<file path="src/core/tcal_pkg.sv">
// Register map and field constants for the converter control and readout block
package tcal_pkg;

  // Sub-register indices as laid out in the calibration file
  localparam logic [7:0] TCAL_IDX_CTRL = 8'h00;
  localparam logic [7:0] TCAL_IDX_LATEST = 8'h03;
  localparam logic [7:0] TCAL_IDX_WAKEUP = 8'h06;
  localparam logic [7:0] TCAL_IDX_PG_FIRST = 8'h08;
  localparam logic [7:0] TCAL_IDX_PG_LAST = 8'h0c;

  // Each index occupies one aligned 32-bit word on the bus
  localparam int TCAL_ADDR_W = 8;
  localparam int TCAL_WORD_SHIFT = 2;

  // adc_control fields
  localparam int TCAL_CTRL_W = 16;
  localparam int TCAL_CTRL_EN_BIT = 0;
  localparam logic [15:0] TCAL_CTRL_RESET = 16'h0000;

  // adc_latest_readings fields
  localparam int TCAL_LATEST_W = 24;
  localparam int TCAL_SUPPLY_LSB = 0;
  localparam int TCAL_TEMP_LSB = 8;
  localparam int TCAL_SAMPLE_W = 8;
  localparam logic [7:0] TCAL_SAMPLE_RESET = 8'h00;

  // Software must hold the enable at least this long per conversion
  localparam int TCAL_CLK_PERIOD_NS = 50;
  localparam int TCAL_EN_MIN_NS = 2500;
  localparam int TCAL_EN_MIN_CYC = (TCAL_EN_MIN_NS + TCAL_CLK_PERIOD_NS - 1) / TCAL_CLK_PERIOD_NS;

endpackage : tcal_pkg

</file>
<file path="src/core/tcal_adc_monitor_regs.sv">
// APB register front end for the supply and temperature converter
// Operation
// - Writing one to the enable bit starts the converter, zero stops it
// - Latest supply sample sits in readings bits 7 to 0
// - Latest temperature sample sits in readings bits 15 to 8
// - Readings register is three octets, read-only, at index 03
// - Decode control 00, readings 03, wake-up 06, pulse generator 08 to 0C
module tcal_adc_monitor_regs
  import tcal_pkg::*;
(
  input wire logic clk,
  input wire logic rstn,
  input wire logic [7:0] paddr,
  input wire logic psel,
  input wire logic penable,
  input wire logic pwrite,
  input wire logic [31:0] pwdata,
  input wire logic [3:0] pstrb,
  output logic [31:0] prdata,
  output logic pready,
  output logic pslverr,
  output logic converter_en,
  input wire logic conv_done_tgl,
  input wire logic [7:0] conv_supply,
  input wire logic [7:0] conv_temp
);

  typedef enum logic [2:0] {
    TCAL_SEL_CTRL = 3'b000,
    TCAL_SEL_LATEST = 3'b001,
    TCAL_SEL_RSVD = 3'b010,
    TCAL_SEL_NONE = 3'b011
  } tcal_sel_t;

  logic ctrl_en_reg;
  logic [7:0] latest_supply_sample_reg;
  logic [7:0] latest_temperature_sample_reg;
  logic done_s1_reg;
  logic done_s2_reg;
  logic done_s3_reg;
  logic [7:0] supply_s1_reg;
  logic [7:0] supply_s2_reg;
  logic [7:0] temp_s1_reg;
  logic [7:0] temp_s2_reg;
  logic [31:0] rdata_reg;
  logic [31:0] rdata_next;
  logic done_evt;
  logic setup_ph;
  logic access_ph;
  tcal_sel_t sel;

  // Word address to sub-register selection; unaligned addresses fall to none
  function automatic tcal_sel_t decode(input logic [7:0] addr);
    logic [7:0] idx;
    idx = {2'b00, addr[7:TCAL_WORD_SHIFT]};
    if (addr[1:0] != 2'b00) begin
      decode = TCAL_SEL_NONE;
    end else if (idx == TCAL_IDX_CTRL) begin
      decode = TCAL_SEL_CTRL;
    end else if (idx == TCAL_IDX_LATEST) begin
      decode = TCAL_SEL_LATEST;
    end else if (idx == TCAL_IDX_WAKEUP || (idx >= TCAL_IDX_PG_FIRST && idx <= TCAL_IDX_PG_LAST)) begin
      decode = TCAL_SEL_RSVD;
    end else begin
      decode = TCAL_SEL_NONE;
    end
  endfunction : decode

  assign sel = decode(paddr);
  assign setup_ph = psel && !penable;
  assign access_ph = psel && penable;

  // Zero wait states; read data was captured in the setup cycle
  assign pready = 1'b1;

  assign pslverr = access_ph && ((sel == TCAL_SEL_NONE) || (pwrite && sel == TCAL_SEL_LATEST));

  assign prdata = rdata_reg;
  assign converter_en = ctrl_en_reg;

  always_ff @(posedge clk or negedge rstn) begin
    if (!rstn) begin
      ctrl_en_reg <= TCAL_CTRL_RESET[TCAL_CTRL_EN_BIT];
    end else if (access_ph && pwrite && sel == TCAL_SEL_CTRL && pstrb[0]) begin
      ctrl_en_reg <= pwdata[TCAL_CTRL_EN_BIT];
    end
  end

  // Converter signals cross in from the analog side; data is stable before the toggle
  always_ff @(posedge clk or negedge rstn) begin
    if (!rstn) begin
      done_s1_reg <= 1'b0;
      done_s2_reg <= 1'b0;
      done_s3_reg <= 1'b0;
      supply_s1_reg <= TCAL_SAMPLE_RESET;
      supply_s2_reg <= TCAL_SAMPLE_RESET;
      temp_s1_reg <= TCAL_SAMPLE_RESET;
      temp_s2_reg <= TCAL_SAMPLE_RESET;
    end else begin
      done_s1_reg <= conv_done_tgl;
      done_s2_reg <= done_s1_reg;
      done_s3_reg <= done_s2_reg;
      supply_s1_reg <= conv_supply;
      supply_s2_reg <= supply_s1_reg;
      temp_s1_reg <= conv_temp;
      temp_s2_reg <= temp_s1_reg;
    end
  end

  assign done_evt = done_s2_reg ^ done_s3_reg;

  always_ff @(posedge clk or negedge rstn) begin
    if (!rstn) begin
      latest_supply_sample_reg <= TCAL_SAMPLE_RESET;
      latest_temperature_sample_reg <= TCAL_SAMPLE_RESET;
    end else if (done_evt && ctrl_en_reg) begin
      latest_supply_sample_reg <= supply_s2_reg;
      latest_temperature_sample_reg <= temp_s2_reg;
    end
  end

  // Reserved and unimplemented bits read as zero
  always_comb begin
    rdata_next = 32'h0000_0000;
    unique case (sel)
      TCAL_SEL_CTRL: begin
        rdata_next[TCAL_CTRL_EN_BIT] = ctrl_en_reg;
      end
      TCAL_SEL_LATEST: begin
        rdata_next[TCAL_SUPPLY_LSB +: TCAL_SAMPLE_W] = latest_supply_sample_reg;
        rdata_next[TCAL_TEMP_LSB +: TCAL_SAMPLE_W] = latest_temperature_sample_reg;
      end
      TCAL_SEL_RSVD: begin
        rdata_next = 32'h0000_0000;
      end
      TCAL_SEL_NONE: begin
        rdata_next = 32'h0000_0000;
      end
      default: begin
        rdata_next = 32'h0000_0000;
      end
    endcase
  end

  always_ff @(posedge clk or negedge rstn) begin
    if (!rstn) begin
      rdata_reg <= 32'h0000_0000;
    end else if (setup_ph && !pwrite) begin
      rdata_reg <= rdata_next;
    end
  end

  logic ctrl_wr;
  logic sample_upd;
  assign ctrl_wr = access_ph && pwrite && sel == TCAL_SEL_CTRL && pstrb[0];
  assign sample_upd = done_evt && ctrl_en_reg;

  AST_ENABLE_FOLLOWS_WRITE: assert property (@(posedge clk) disable iff (!rstn)
    ctrl_wr |=> converter_en == $past(pwdata[TCAL_CTRL_EN_BIT]))
    else $error("Enable did not follow the written bit");

  AST_ENABLE_HOLDS: assert property (@(posedge clk) disable iff (!rstn)
    !ctrl_wr |=> $stable(converter_en))
    else $error("Enable changed without a control write");

  AST_SUPPLY_CAPTURE: assert property (@(posedge clk) disable iff (!rstn)
    sample_upd |=> latest_supply_sample_reg == $past(supply_s2_reg))
    else $error("Supply sample not captured on completion");

  AST_TEMP_CAPTURE: assert property (@(posedge clk) disable iff (!rstn)
    sample_upd |=> latest_temperature_sample_reg == $past(temp_s2_reg))
    else $error("Temperature sample not captured on completion");

  AST_SAMPLES_HOLD: assert property (@(posedge clk) disable iff (!rstn)
    !sample_upd |=> $stable({latest_temperature_sample_reg, latest_supply_sample_reg}))
    else $error("Samples changed without a completed conversion");

  AST_LATEST_READ_SHAPE: assert property (@(posedge clk) disable iff (!rstn)
    (setup_ph && !pwrite && sel == TCAL_SEL_LATEST) ##1 access_ph
      |-> prdata == {8'h00, $past(latest_temperature_sample_reg), $past(latest_supply_sample_reg)})
    else $error("Readings word read back wrongly");

  AST_LATEST_WRITE_REFUSED: assert property (@(posedge clk) disable iff (!rstn)
    (access_ph && pwrite && sel == TCAL_SEL_LATEST)
      |-> pslverr ##1 ($stable({latest_temperature_sample_reg, latest_supply_sample_reg}) || $past(sample_upd)))
    else $error("Write to readings not refused");

  AST_DECODE_ERR: assert property (@(posedge clk) disable iff (!rstn)
    (access_ph && !pwrite) |-> (pslverr == (sel == TCAL_SEL_NONE)))
    else $error("Decode error response wrong");

  AST_RESET_CLEARS: assert property (@(posedge clk) disable iff (!rstn)
    !$past(rstn) |-> !converter_en && latest_supply_sample_reg == 8'h00 && latest_temperature_sample_reg == 8'h00)
    else $error("State not cleared by reset");

  // Bus response: zero wait states, errors only in the access phase
  AST_PREADY_HIGH: assert property (@(posedge clk) disable iff (!rstn)
    pready == 1'b1)
    else $error("Ready dropped");

  AST_NO_ERR_OUTSIDE_ACCESS: assert property (@(posedge clk) disable iff (!rstn)
    !access_ph |-> !pslverr)
    else $error("Error response outside access phase");

  AST_UNALIGNED_ERR: assert property (@(posedge clk) disable iff (!rstn)
    (access_ph && paddr[1:0] != 2'b00) |-> pslverr)
    else $error("Unaligned access not refused");

  AST_RSVD_NO_ERR: assert property (@(posedge clk) disable iff (!rstn)
    (access_ph && sel == TCAL_SEL_RSVD) |-> !pslverr)
    else $error("Reserved index answered with error");

  AST_CTRL_NO_ERR: assert property (@(posedge clk) disable iff (!rstn)
    (access_ph && sel == TCAL_SEL_CTRL) |-> !pslverr)
    else $error("Control access answered with error");

  AST_LATEST_WRITE_ERR: assert property (@(posedge clk) disable iff (!rstn)
    (access_ph && pwrite && sel == TCAL_SEL_LATEST) |-> pslverr)
    else $error("Write to readings gave no error");

  AST_ERR_ONLY_REFUSED: assert property (@(posedge clk) disable iff (!rstn)
    (access_ph && pslverr) |-> (sel == TCAL_SEL_NONE) || (pwrite && sel == TCAL_SEL_LATEST))
    else $error("Error response for a legal access");

  // Read data shape per selected register
  AST_CTRL_READ_SHAPE: assert property (@(posedge clk) disable iff (!rstn)
    (setup_ph && !pwrite && sel == TCAL_SEL_CTRL) |=> prdata == {31'h0000_0000, $past(ctrl_en_reg)})
    else $error("Control word read back wrongly");

  AST_LATEST_UPPER_ZERO: assert property (@(posedge clk) disable iff (!rstn)
    (setup_ph && !pwrite && sel == TCAL_SEL_LATEST) |=> prdata[31:16] == 16'h0000)
    else $error("Readings upper bits not zero");

  AST_RSVD_READ_ZERO: assert property (@(posedge clk) disable iff (!rstn)
    (setup_ph && !pwrite && sel == TCAL_SEL_RSVD) |=> prdata == 32'h0000_0000)
    else $error("Reserved index read not zero");

  AST_NONE_READ_ZERO: assert property (@(posedge clk) disable iff (!rstn)
    (setup_ph && !pwrite && sel == TCAL_SEL_NONE) |=> prdata == 32'h0000_0000)
    else $error("Unmapped index read not zero");

  // Read data only moves on a read setup cycle
  AST_PRDATA_HOLDS: assert property (@(posedge clk) disable iff (!rstn)
    !(setup_ph && !pwrite) |=> $stable(prdata))
    else $error("Read data moved without a read");

  // Enable register write behaviour
  AST_ENABLE_SET: assert property (@(posedge clk) disable iff (!rstn)
    (ctrl_wr && pwdata[TCAL_CTRL_EN_BIT]) |=> converter_en)
    else $error("Enable not set by write of one");

  AST_ENABLE_CLEAR: assert property (@(posedge clk) disable iff (!rstn)
    (ctrl_wr && !pwdata[TCAL_CTRL_EN_BIT]) |=> !converter_en)
    else $error("Enable not cleared by write of zero");

  AST_STRB_GATES_WRITE: assert property (@(posedge clk) disable iff (!rstn)
    (access_ph && pwrite && sel == TCAL_SEL_CTRL && !pstrb[0]) |=> $stable(converter_en))
    else $error("Enable changed with its byte strobe low");

  AST_RSVD_WRITE_IGNORED: assert property (@(posedge clk) disable iff (!rstn)
    (access_ph && pwrite && sel == TCAL_SEL_RSVD) |=> $stable(converter_en))
    else $error("Reserved write touched the enable");

  AST_NONE_WRITE_IGNORED: assert property (@(posedge clk) disable iff (!rstn)
    (access_ph && pwrite && sel == TCAL_SEL_NONE) |=> $stable(converter_en))
    else $error("Unmapped write touched the enable");

  // Completion path: edge detect after the synchroniser, dropped while off
  AST_DONE_EVT_SOURCE: assert property (@(posedge clk) disable iff (!rstn)
    done_evt |-> $past(done_s1_reg) != $past(done_s2_reg))
    else $error("Completion event without a toggle");

  AST_DONE_OFF_DROPPED: assert property (@(posedge clk) disable iff (!rstn)
    (done_evt && !ctrl_en_reg) |=> $stable({latest_temperature_sample_reg, latest_supply_sample_reg}))
    else $error("Samples taken while converter off");

  AST_CHANGE_NEEDS_UPDATE: assert property (@(posedge clk) disable iff (!rstn)
    $changed({latest_temperature_sample_reg, latest_supply_sample_reg}) |-> $past(sample_upd))
    else $error("Samples changed without an accepted completion");

  // Scenario coverage
  COV_ENABLE_ON: cover property (@(posedge clk) disable iff (!rstn) ctrl_wr && pwdata[0]);
  COV_SAMPLE_UPD: cover property (@(posedge clk) disable iff (!rstn) sample_upd);
  COV_DONE_WHILE_OFF: cover property (@(posedge clk) disable iff (!rstn) done_evt && !ctrl_en_reg);
  COV_UNMAPPED: cover property (@(posedge clk) disable iff (!rstn) access_ph && sel == TCAL_SEL_NONE);
  COV_LATEST_READ: cover property (@(posedge clk) disable iff (!rstn)
    setup_ph && !pwrite && sel == TCAL_SEL_LATEST);

endmodule : tcal_adc_monitor_regs

</file>
<file path="config.mk">
export PLATFORM = sky130hd
export DESIGN_NAME = tcal_adc_monitor_regs
export DESIGN_NICKNAME = d
export VERILOG_FILES = /design/src/core/tcal_pkg.sv /design/src/core/tcal_adc_monitor_regs.sv
export SDC_FILE = /design/constraint.sdc
export NUM_CORES = 1
export LEC_CHECK = 0
export ABC_CLOCK_PERIOD_IN_PS = 2990
export BUFFER_PORTS_ARGS = -buffer_cell sky130_fd_sc_hd__buf_2
export CAP_MARGIN = 10
export CORE_MARGIN = 2
export CORE_UTILIZATION = 50
export CTS_CLUSTER_DIAMETER = 100
export DETAILED_ROUTE_END_ITERATION = 6
export GPL_ROUTABILITY_DRIVEN = 0
export PLACE_DENSITY = 0.83
export SKIP_CTS_REPAIR_TIMING = 1
export SKIP_LAST_GASP = 1
export SLEW_MARGIN = 20
export SYNTH_ARGS = -nofsm -noshare
export SYNTH_HDL_FRONTEND = slang
export SYNTH_SLANG_ARGS = --single-unit
</file>
<file path="constraint.sdc">
create_clock -name clk -period 2.99 [get_ports clk]
set_input_delay 0.598 -clock clk [delete_from_list [all_inputs] [get_ports clk]]
set_output_delay 0.598 -clock clk [all_outputs]
set_load 0.01 [all_outputs]
</file>
==> results of run 1 <==
[layout make-up]
class / count / area share [%]
Clock buffer: 10 / 4.90
Clock inverter: 6 / 1.38
Inverter: 1 / 0.134
Multi-Input combinational cell: 72 / 20.6
Sequential cell: 68 / 60.6
Tap cell: 54 / 2.41
Timing Repair Buffer: 52 / 9.99
[kinds of logic (layout without fill, tap and decap cells)]
| family | after synthesis | count (layout) | synth area share (%) |
|---|---|---|---|
| AND/OR/NAND/NOR | 14 | 14 | 4.27 |
| AO/OA/AOI/OAI | 22 | 22 | 8.54 |
| XOR/XNOR | 2 | 2 | 0.739 |
| buffers and inverters | 21 | 69 | 6.33 |
| flip-flops | 68 | 68 | 71.7 |
| other | 2 | 17 | 0.317 |
| multiplexers | 17 | 17 | 8.07 |
[per-layer routing]
metal	vias to the layer above	GRT usage, %	part of all wire (%)
met5	-	0	0
met4	0	10.1	2.8
met3	9	6.22	6.7
met2	58	22.8	46
met1	626	19.8	44
li1	594	-	-
[critical path, delay by kind of cell]
kind,cells,cell delay [ns]
simple gates,2,0.71
compound gates,2,0.36
buf+inv,2,0.25
[through the flow]
step | power (mW) | util (%) | std cells
global route | 1.75 | 60.2 | 263
floorplan | 1.01 | - | 161
global placement | 1.05 | 56.4 | 247
CTS | 1.70 | 60.2 | 263
finish | 1.68 | 60.2 | 263
detailed placement | 1.05 | 56.4 | 247
[how the worst max path moves through the flow]
stage,from,endpoint,slack (ns),cells past startpoint
2_1_floorplan,paddr[4],converter_en$_DFFE_PN0P_,0.62,4
3_5_place_dp,paddr[4],converter_en$_DFFE_PN0P_,0.44,5
4_1_cts,paddr[4],pslverr,0.46,6
5_1_grt,paddr[4],pslverr,0.40,6
6_report,paddr[4],pslverr,0.47,6
3_3_place_gp,paddr[4],converter_en$_DFFE_PN0P_,0.45,5
[Yosys cell counts, drive strengths merged]
master	instances	share of area, %
nor2	2	0.32
o21ba	1	0.42
a21oi	1	0.21
xor2	2	0.74
conb	2	0.32
nand2	2	0.32
buf	18	5.9
o311a	1	0.42
or2	1	0.26
nor3	1	0.21
inv	1	0.16
or4	2	0.95
a211o	1	0.37
dfrtp	68	72
o221ai	1	0.37
nand4bb	1	0.47
clkbuf	2	0.32
mux2	17	8.1
nor4b	2	1.0
nand3	1	0.21
nand2b	1	0.26
nand4	1	0.26
a22o	15	5.5
a211oi	1	0.84
a2111oi	1	0.37
[report_power, final]
part | internal [mW] | switching (mW)
clock network | 0.321 | 0.322
logic | 0.0287 | 0.0472
registers | 0.947 | 0.00862
total | 1.30 | 0.378
==> results.yml, run 1 <==
power:
  powerDensity_nw_per_um2: 597
  worst_ir_drop_vdd_uv: 426
  leakagePower_nw: 1.45
final_layout:
  multiInputGateArea_um2: 577
  layout.cells.most_common: "dfrtp_1"
  final_net_count: 270
  n_fill_cell: 345
  post_route_standard_cell_area_excluding_fillers_um2: 2810
  layout-drive-gt1-share_pct: 43.5
  area_growth_syn_to_layout_pct: 18.3
  largest_register_ff_count: 16
  antenna_cells: 0
  mostFrequentLayoutCells: "dfrtp_1, buf_2, mux2_2, conb_1, a22o_1"
  seq_area_um2: 1700
detailed_routing:
  dr_total_vias: 1287
  routed_wire_length_per_instance_um: 13.5
  first_pass_iters: 4
  detail-route-antenna-nets: 0
  drt_wl_total_um: 3550
  drc_errors: 0
  drt-vias-per-instance: 4.89
  drtIter0Drc: 45
sta:
  setup_repair_after_global_routing_missed_its_margin: "no"
  final_max_slew_viol_count: 0
  timing.slew.headroom_pct: 51.1
  max_clock_freq_mhz: 397
  finalHoldWorstSlack_ns: 0.323
  clock_skew_ns: 0.00849
  setup_violations_final: 0
  post-route-worst-setup-slack_ns: 0.473
  post-route-period-util_pct: 84.2
  finalHoldViolCount: 0
  timing_worst_slew_pin_value_ns: 0.733
  setup_tns_ns: 0
  period_needed_ns: 2.52
die:
  die_area_um2: 5310
  starting_density_of_the_core_pct: 50.9
  floorplan.rows: 25
  die_w_um: 72.9
  core-area_um2: 4660
  die_h_um: 72.9
  floorplan.io_pins: 101
global_routing:
  grt_use_total_pct: 15.8
  grt_overflow: 0
  first_global_vias: 1257
  grt_antenna_before_repair: 0
  grt_start_max_net_pins: 36
  grt_pass1_wl_um: 5870
critical_path:
  required_ns: 2.39
  critical-path-slowest-cell: "or4_4"
  setup.reg_to_reg.worst_slack_ns: 1.43
  timing.reg2reg.worst_path_depth: 3
  cpMostUsedCell: "buf_2"
  path_cells: "buf_2 -> or4_4 -> nor3_1 -> a21oi_1 -> o311a_1 -> buf_2"
  critPathMaxFanout: 3
  reg2reg_from: "done_s2_reg$_DFF_PN0_"
  regToRegEndpoint: "latest_temperature_sample_reg[2]$_DFFE_PN0P_"
  worst_path_largest_cell_delay_ns: 0.53
  timing_worst_setup_path_type: "in2out"
  cp-end-kind: "output pin"
  arrival_ns: 1.92
  worst_setup_path_start_kind: "input pin"
clocking:
  clk_path_buf_depth: 2
  clock_latency_ns: 0.33
  root_buffer: "clkbuf_8"
  tritoncts_buffers: 9
  cts_tree: "built"
  clk_transition_reported_paths_ns: 0.07
  cts_htree_levels: 3
  cts.sink_count: 68
logic_synthesis:
  synth_warnings: 0
  synth_cells: 146
  synthesis.area_per_instance_um2: 16.2
  synth_seq_area_share_pct: 71.7
  synth.lib_cells_used.distinct: 27
  netlist_area_um2: 2370
  ys_ff_latch: 68
placement:
  place.detailed.hpwl_um: 2420
  placedInstanceArea_um2: 2630
  portBuffers: 49
  pre_cts_slack_ns: 0.443
worst_hold_path:
  holdCritPathClass: "in2async"
run_status:
  status: "completed"
flow_run:
  max_cap_viol_count: 0
No activity file was read; power rests on OpenSTA's default activity.
==> run 2, diff against run 1 <==
--- a/config.mk
+++ b/config.mk
@@ -5,15 +5,16 @@
 export SDC_FILE = /design/constraint.sdc
 export NUM_CORES = 1
 export LEC_CHECK = 0
-export ABC_CLOCK_PERIOD_IN_PS = 2990
+export ABC_AREA = 1
+export ABC_CLOCK_PERIOD_IN_PS = 2000
 export BUFFER_PORTS_ARGS = -buffer_cell sky130_fd_sc_hd__buf_2
 export CAP_MARGIN = 10
 export CORE_MARGIN = 2
-export CORE_UTILIZATION = 50
+export CORE_UTILIZATION = 43
 export CTS_CLUSTER_DIAMETER = 100
 export DETAILED_ROUTE_END_ITERATION = 6
 export GPL_ROUTABILITY_DRIVEN = 0
-export PLACE_DENSITY = 0.83
+export PLACE_DENSITY = 0.75
 export SKIP_CTS_REPAIR_TIMING = 1
 export SKIP_LAST_GASP = 1
 export SLEW_MARGIN = 20
==> constraint.sdc (replaced) <==
create_clock -name clk -period 2 [get_ports clk]
set_input_delay 0.4 -clock clk [delete_from_list [all_inputs] [get_ports clk]]
set_output_delay 0.4 -clock clk [all_outputs]
set_load 0.01 [all_outputs]
==> run 2 against run 1 <==
Compared with the run above: critical path depth decreased by 4; setup slack got worse by 0.18 ns; first-iteration DRC count rose by 130%; register-to-register slack got worse by 1.1 ns; power is 80% higher; die area grew 23%; global-route usage shrank 3.3 points; worst hold slack got worse by 0.25 ns; non-clock buffer count fell by 1; highest routed layer unchanged.
==> results.yml, run 2 <==
placement:
  portBuffers: 49
  place.detailed.hpwl_um: 2610
  placedInstanceArea_um2: 2810
  dp_cells: 318
sta:
  final_max_slew_viol_count: 0
  finalHoldViolCount: 0
  clock_skew_ns: 0.00618
  timing.slew.headroom_pct: 34.1
  setup_repair_after_global_routing_missed_its_margin: "no"
  setup_tns_ns: 0
  max_clock_freq_mhz: 584
  timing_worst_slew_pin_value_ns: 0.989
  period_needed_ns: 1.71
  post-route-period-util_pct: 85.6
  setup_violations_final: 0
run_status:
  status: "completed"
logic_synthesis:
  synthesis.area_per_instance_um2: 12.9
  ys_ff_latch: 68
  postSynth.topFlopCell: "dfrtp_1"
  yosys-top-cells-area: "dfrtp_1, nand2_1, mux2_4"
  yosysTopAreaCellShare_pct: 66.8
  synth_seq_area_share_pct: 66.8
  yosys.cell_count.top_type: "dfrtp_1"
  number_of_enable_type_register_cells_in_the_synthesized_netlist: 0
  synth.top_cells.by_count: "dfrtp_1, nand2_1, buf_4"
  synth_cells: 198
  synth_warnings: 0
  netlist_area_um2: 2550
  synth.lib_cells_used.distinct: 22
  yosys.area.top_type: "dfrtp_1"
  async_flop_share_pct: 100
final_layout:
  layout.cells.most_common: "dfrtp_1"
  final-instance-count-excl-fill: 334
  area_growth_syn_to_layout_pct: 20.1
  post_route_standard_cell_area_excluding_fillers_um2: 3060
  layout-drive-gt1-share_pct: 40.2
  antenna_cells: 0
  final_net_count: 320
  largest_register_ff_count: 16
  n_fill_cell: 513
  mostFrequentLayoutCells: "dfrtp_1, buf_2, nand2_1"
clocking:
  clk_transition_reported_paths_ns: 0.07
  cts_htree_levels: 3
  cts.sink_count: 68
  clock_latency_ns: 0.32
  tritoncts_buffers: 9
  root_buffer: "clkbuf_8"
  cts_tree: "built"
  clk_path_buf_depth: 2
global_routing:
  grt_start_max_net_pins: 69
  grt_use_total_pct: 12.5
  grt_antenna_before_repair: 0
  grt_pass1_wl_um: 6060
  grt_overflow: 0
  first_global_vias: 1367
die:
  core-area_um2: 5820
  floorplan.io_pins: 101
  die_w_um: 81.0
  die_area_um2: 6560
  die_h_um: 81.0
  floorplan.rows: 28
  starting_density_of_the_core_pct: 43.8
critical_path:
  path_cells: "o21ai_2 -> mux2_2"
  worst_setup_path_start_kind: "flop"
  regToRegEndpoint: "latest_temperature_sample_reg[1]$_DFFE_PN0P_"
  cp_num_buf_inv: 0
  required_ns: 2.21
  timing_worst_setup_path_type: "reg2reg"
  worst_path_largest_cell_delay_ns: 0.79
  setup.reg_to_reg.worst_slack_ns: 0.29
  timing.critical_path.max_delay_family: "compound AO/OA/AOI/OAI gates"
  cp-end-kind: "flop"
  critical-path-slowest-cell: "o21ai_2"
  timing.reg2reg.worst_path_depth: 2
  arrival_ns: 1.92
  reg2reg_from: "done_s3_reg$_DFF_PN0_"
  critPathMaxFanout: 16
detailed_routing:
  drt-vias-per-instance: 4.29
  first_pass_iters: 4
  drc_errors: 0
  detail-route-antenna-nets: 0
  drt_wl_total_um: 3670
  routed_wire_length_per_instance_um: 11.0
  dr_total_vias: 1433
  drtIter0Drc: 105
power:
  totalPowerFinal_mw: 3.02
  leakagePower_nw: 1.52
  worst_ir_drop_vdd_uv: 470
  powerDensity_nw_per_um2: 987
worst_hold_path:
  holdCritPathClass: "in2async"
flow_run:
  max_cap_viol_count: 0
-- run 2: layer usage --
layer  global-route usage, %  vias up  share of wire [%]
met5                       0        -                  0
met1                    15.4      678                 44
met2                    19.3       44                 48
met3                    3.56        4                6.6
li1                        -      707                  -
met4                    8.14        0                1.2
-- run 2: how the worst max path moves through the flow --
| stage | depth (start not counted) | end | startpoint | slack, ns |
|---|---|---|---|---|
| detailed placement | 2 | latest_temperature_sample_reg[1]$_DFFE_PN0P_ | done_s2_reg$_DFF_PN0_ | 0.27 |
| CTS | 2 | latest_temperature_sample_reg[1]$_DFFE_PN0P_ | done_s3_reg$_DFF_PN0_ | 0.26 |
| global route | 2 | latest_supply_sample_reg[7]$_DFFE_PN0P_ | done_s2_reg$_DFF_PN0_ | 0.18 |
| floorplan | 8 | pslverr | paddr[5] | 0.56 |
| finish | 2 | latest_temperature_sample_reg[1]$_DFFE_PN0P_ | done_s3_reg$_DFF_PN0_ | 0.29 |
| global placement | 2 | latest_temperature_sample_reg[3]$_DFFE_PN0P_ | done_s3_reg$_DFF_PN0_ | 0.29 |
-- run 2: cells by family after synthesis --
logic type | synth area share, %
DFF | 66.8
AOI/OAI and AO/OA | 5.84
muxes | 8.54
other | 0.295
and+or+nand+nor | 10.8
buffers and inverters | 7.76
-- run 2: power breakdown --
group          leakage (nW)  switching [mW]  internal [mW]
Combinational         0.569          0.0989         0.0907
Sequential            0.827          0.0337           1.45
Clock                 0.127           0.452          0.895
-- run 2: final cells by class --
class,instances,area (µm²),area share (%)
clock buffers,12,155,5.07
flip-flops and latches,68,1700,55.6
inverters,10,37.5,1.23
well taps,75,93.8,3.06
clock inverters,4,95.1,3.11
multi-input cells,114,706,23.0
repair buffers,51,273,8.91
-- run 2: per-stage QoR --
| stage | setup slack [ns] | hold slack, ns | utilization [%] |
|---|---|---|---|
| finish | 0.289 | 0.0763 | 52.6 |
| global route | 0.175 | 0.101 | 52.6 |
| CTS | 0.259 | 0.0846 | 52.6 |
| detailed placement | 0.268 | 0.335 | 48.3 |
| global placement | 0.289 | 0.333 | 48.3 |
| floorplan | 0.558 | 0.104 | - |
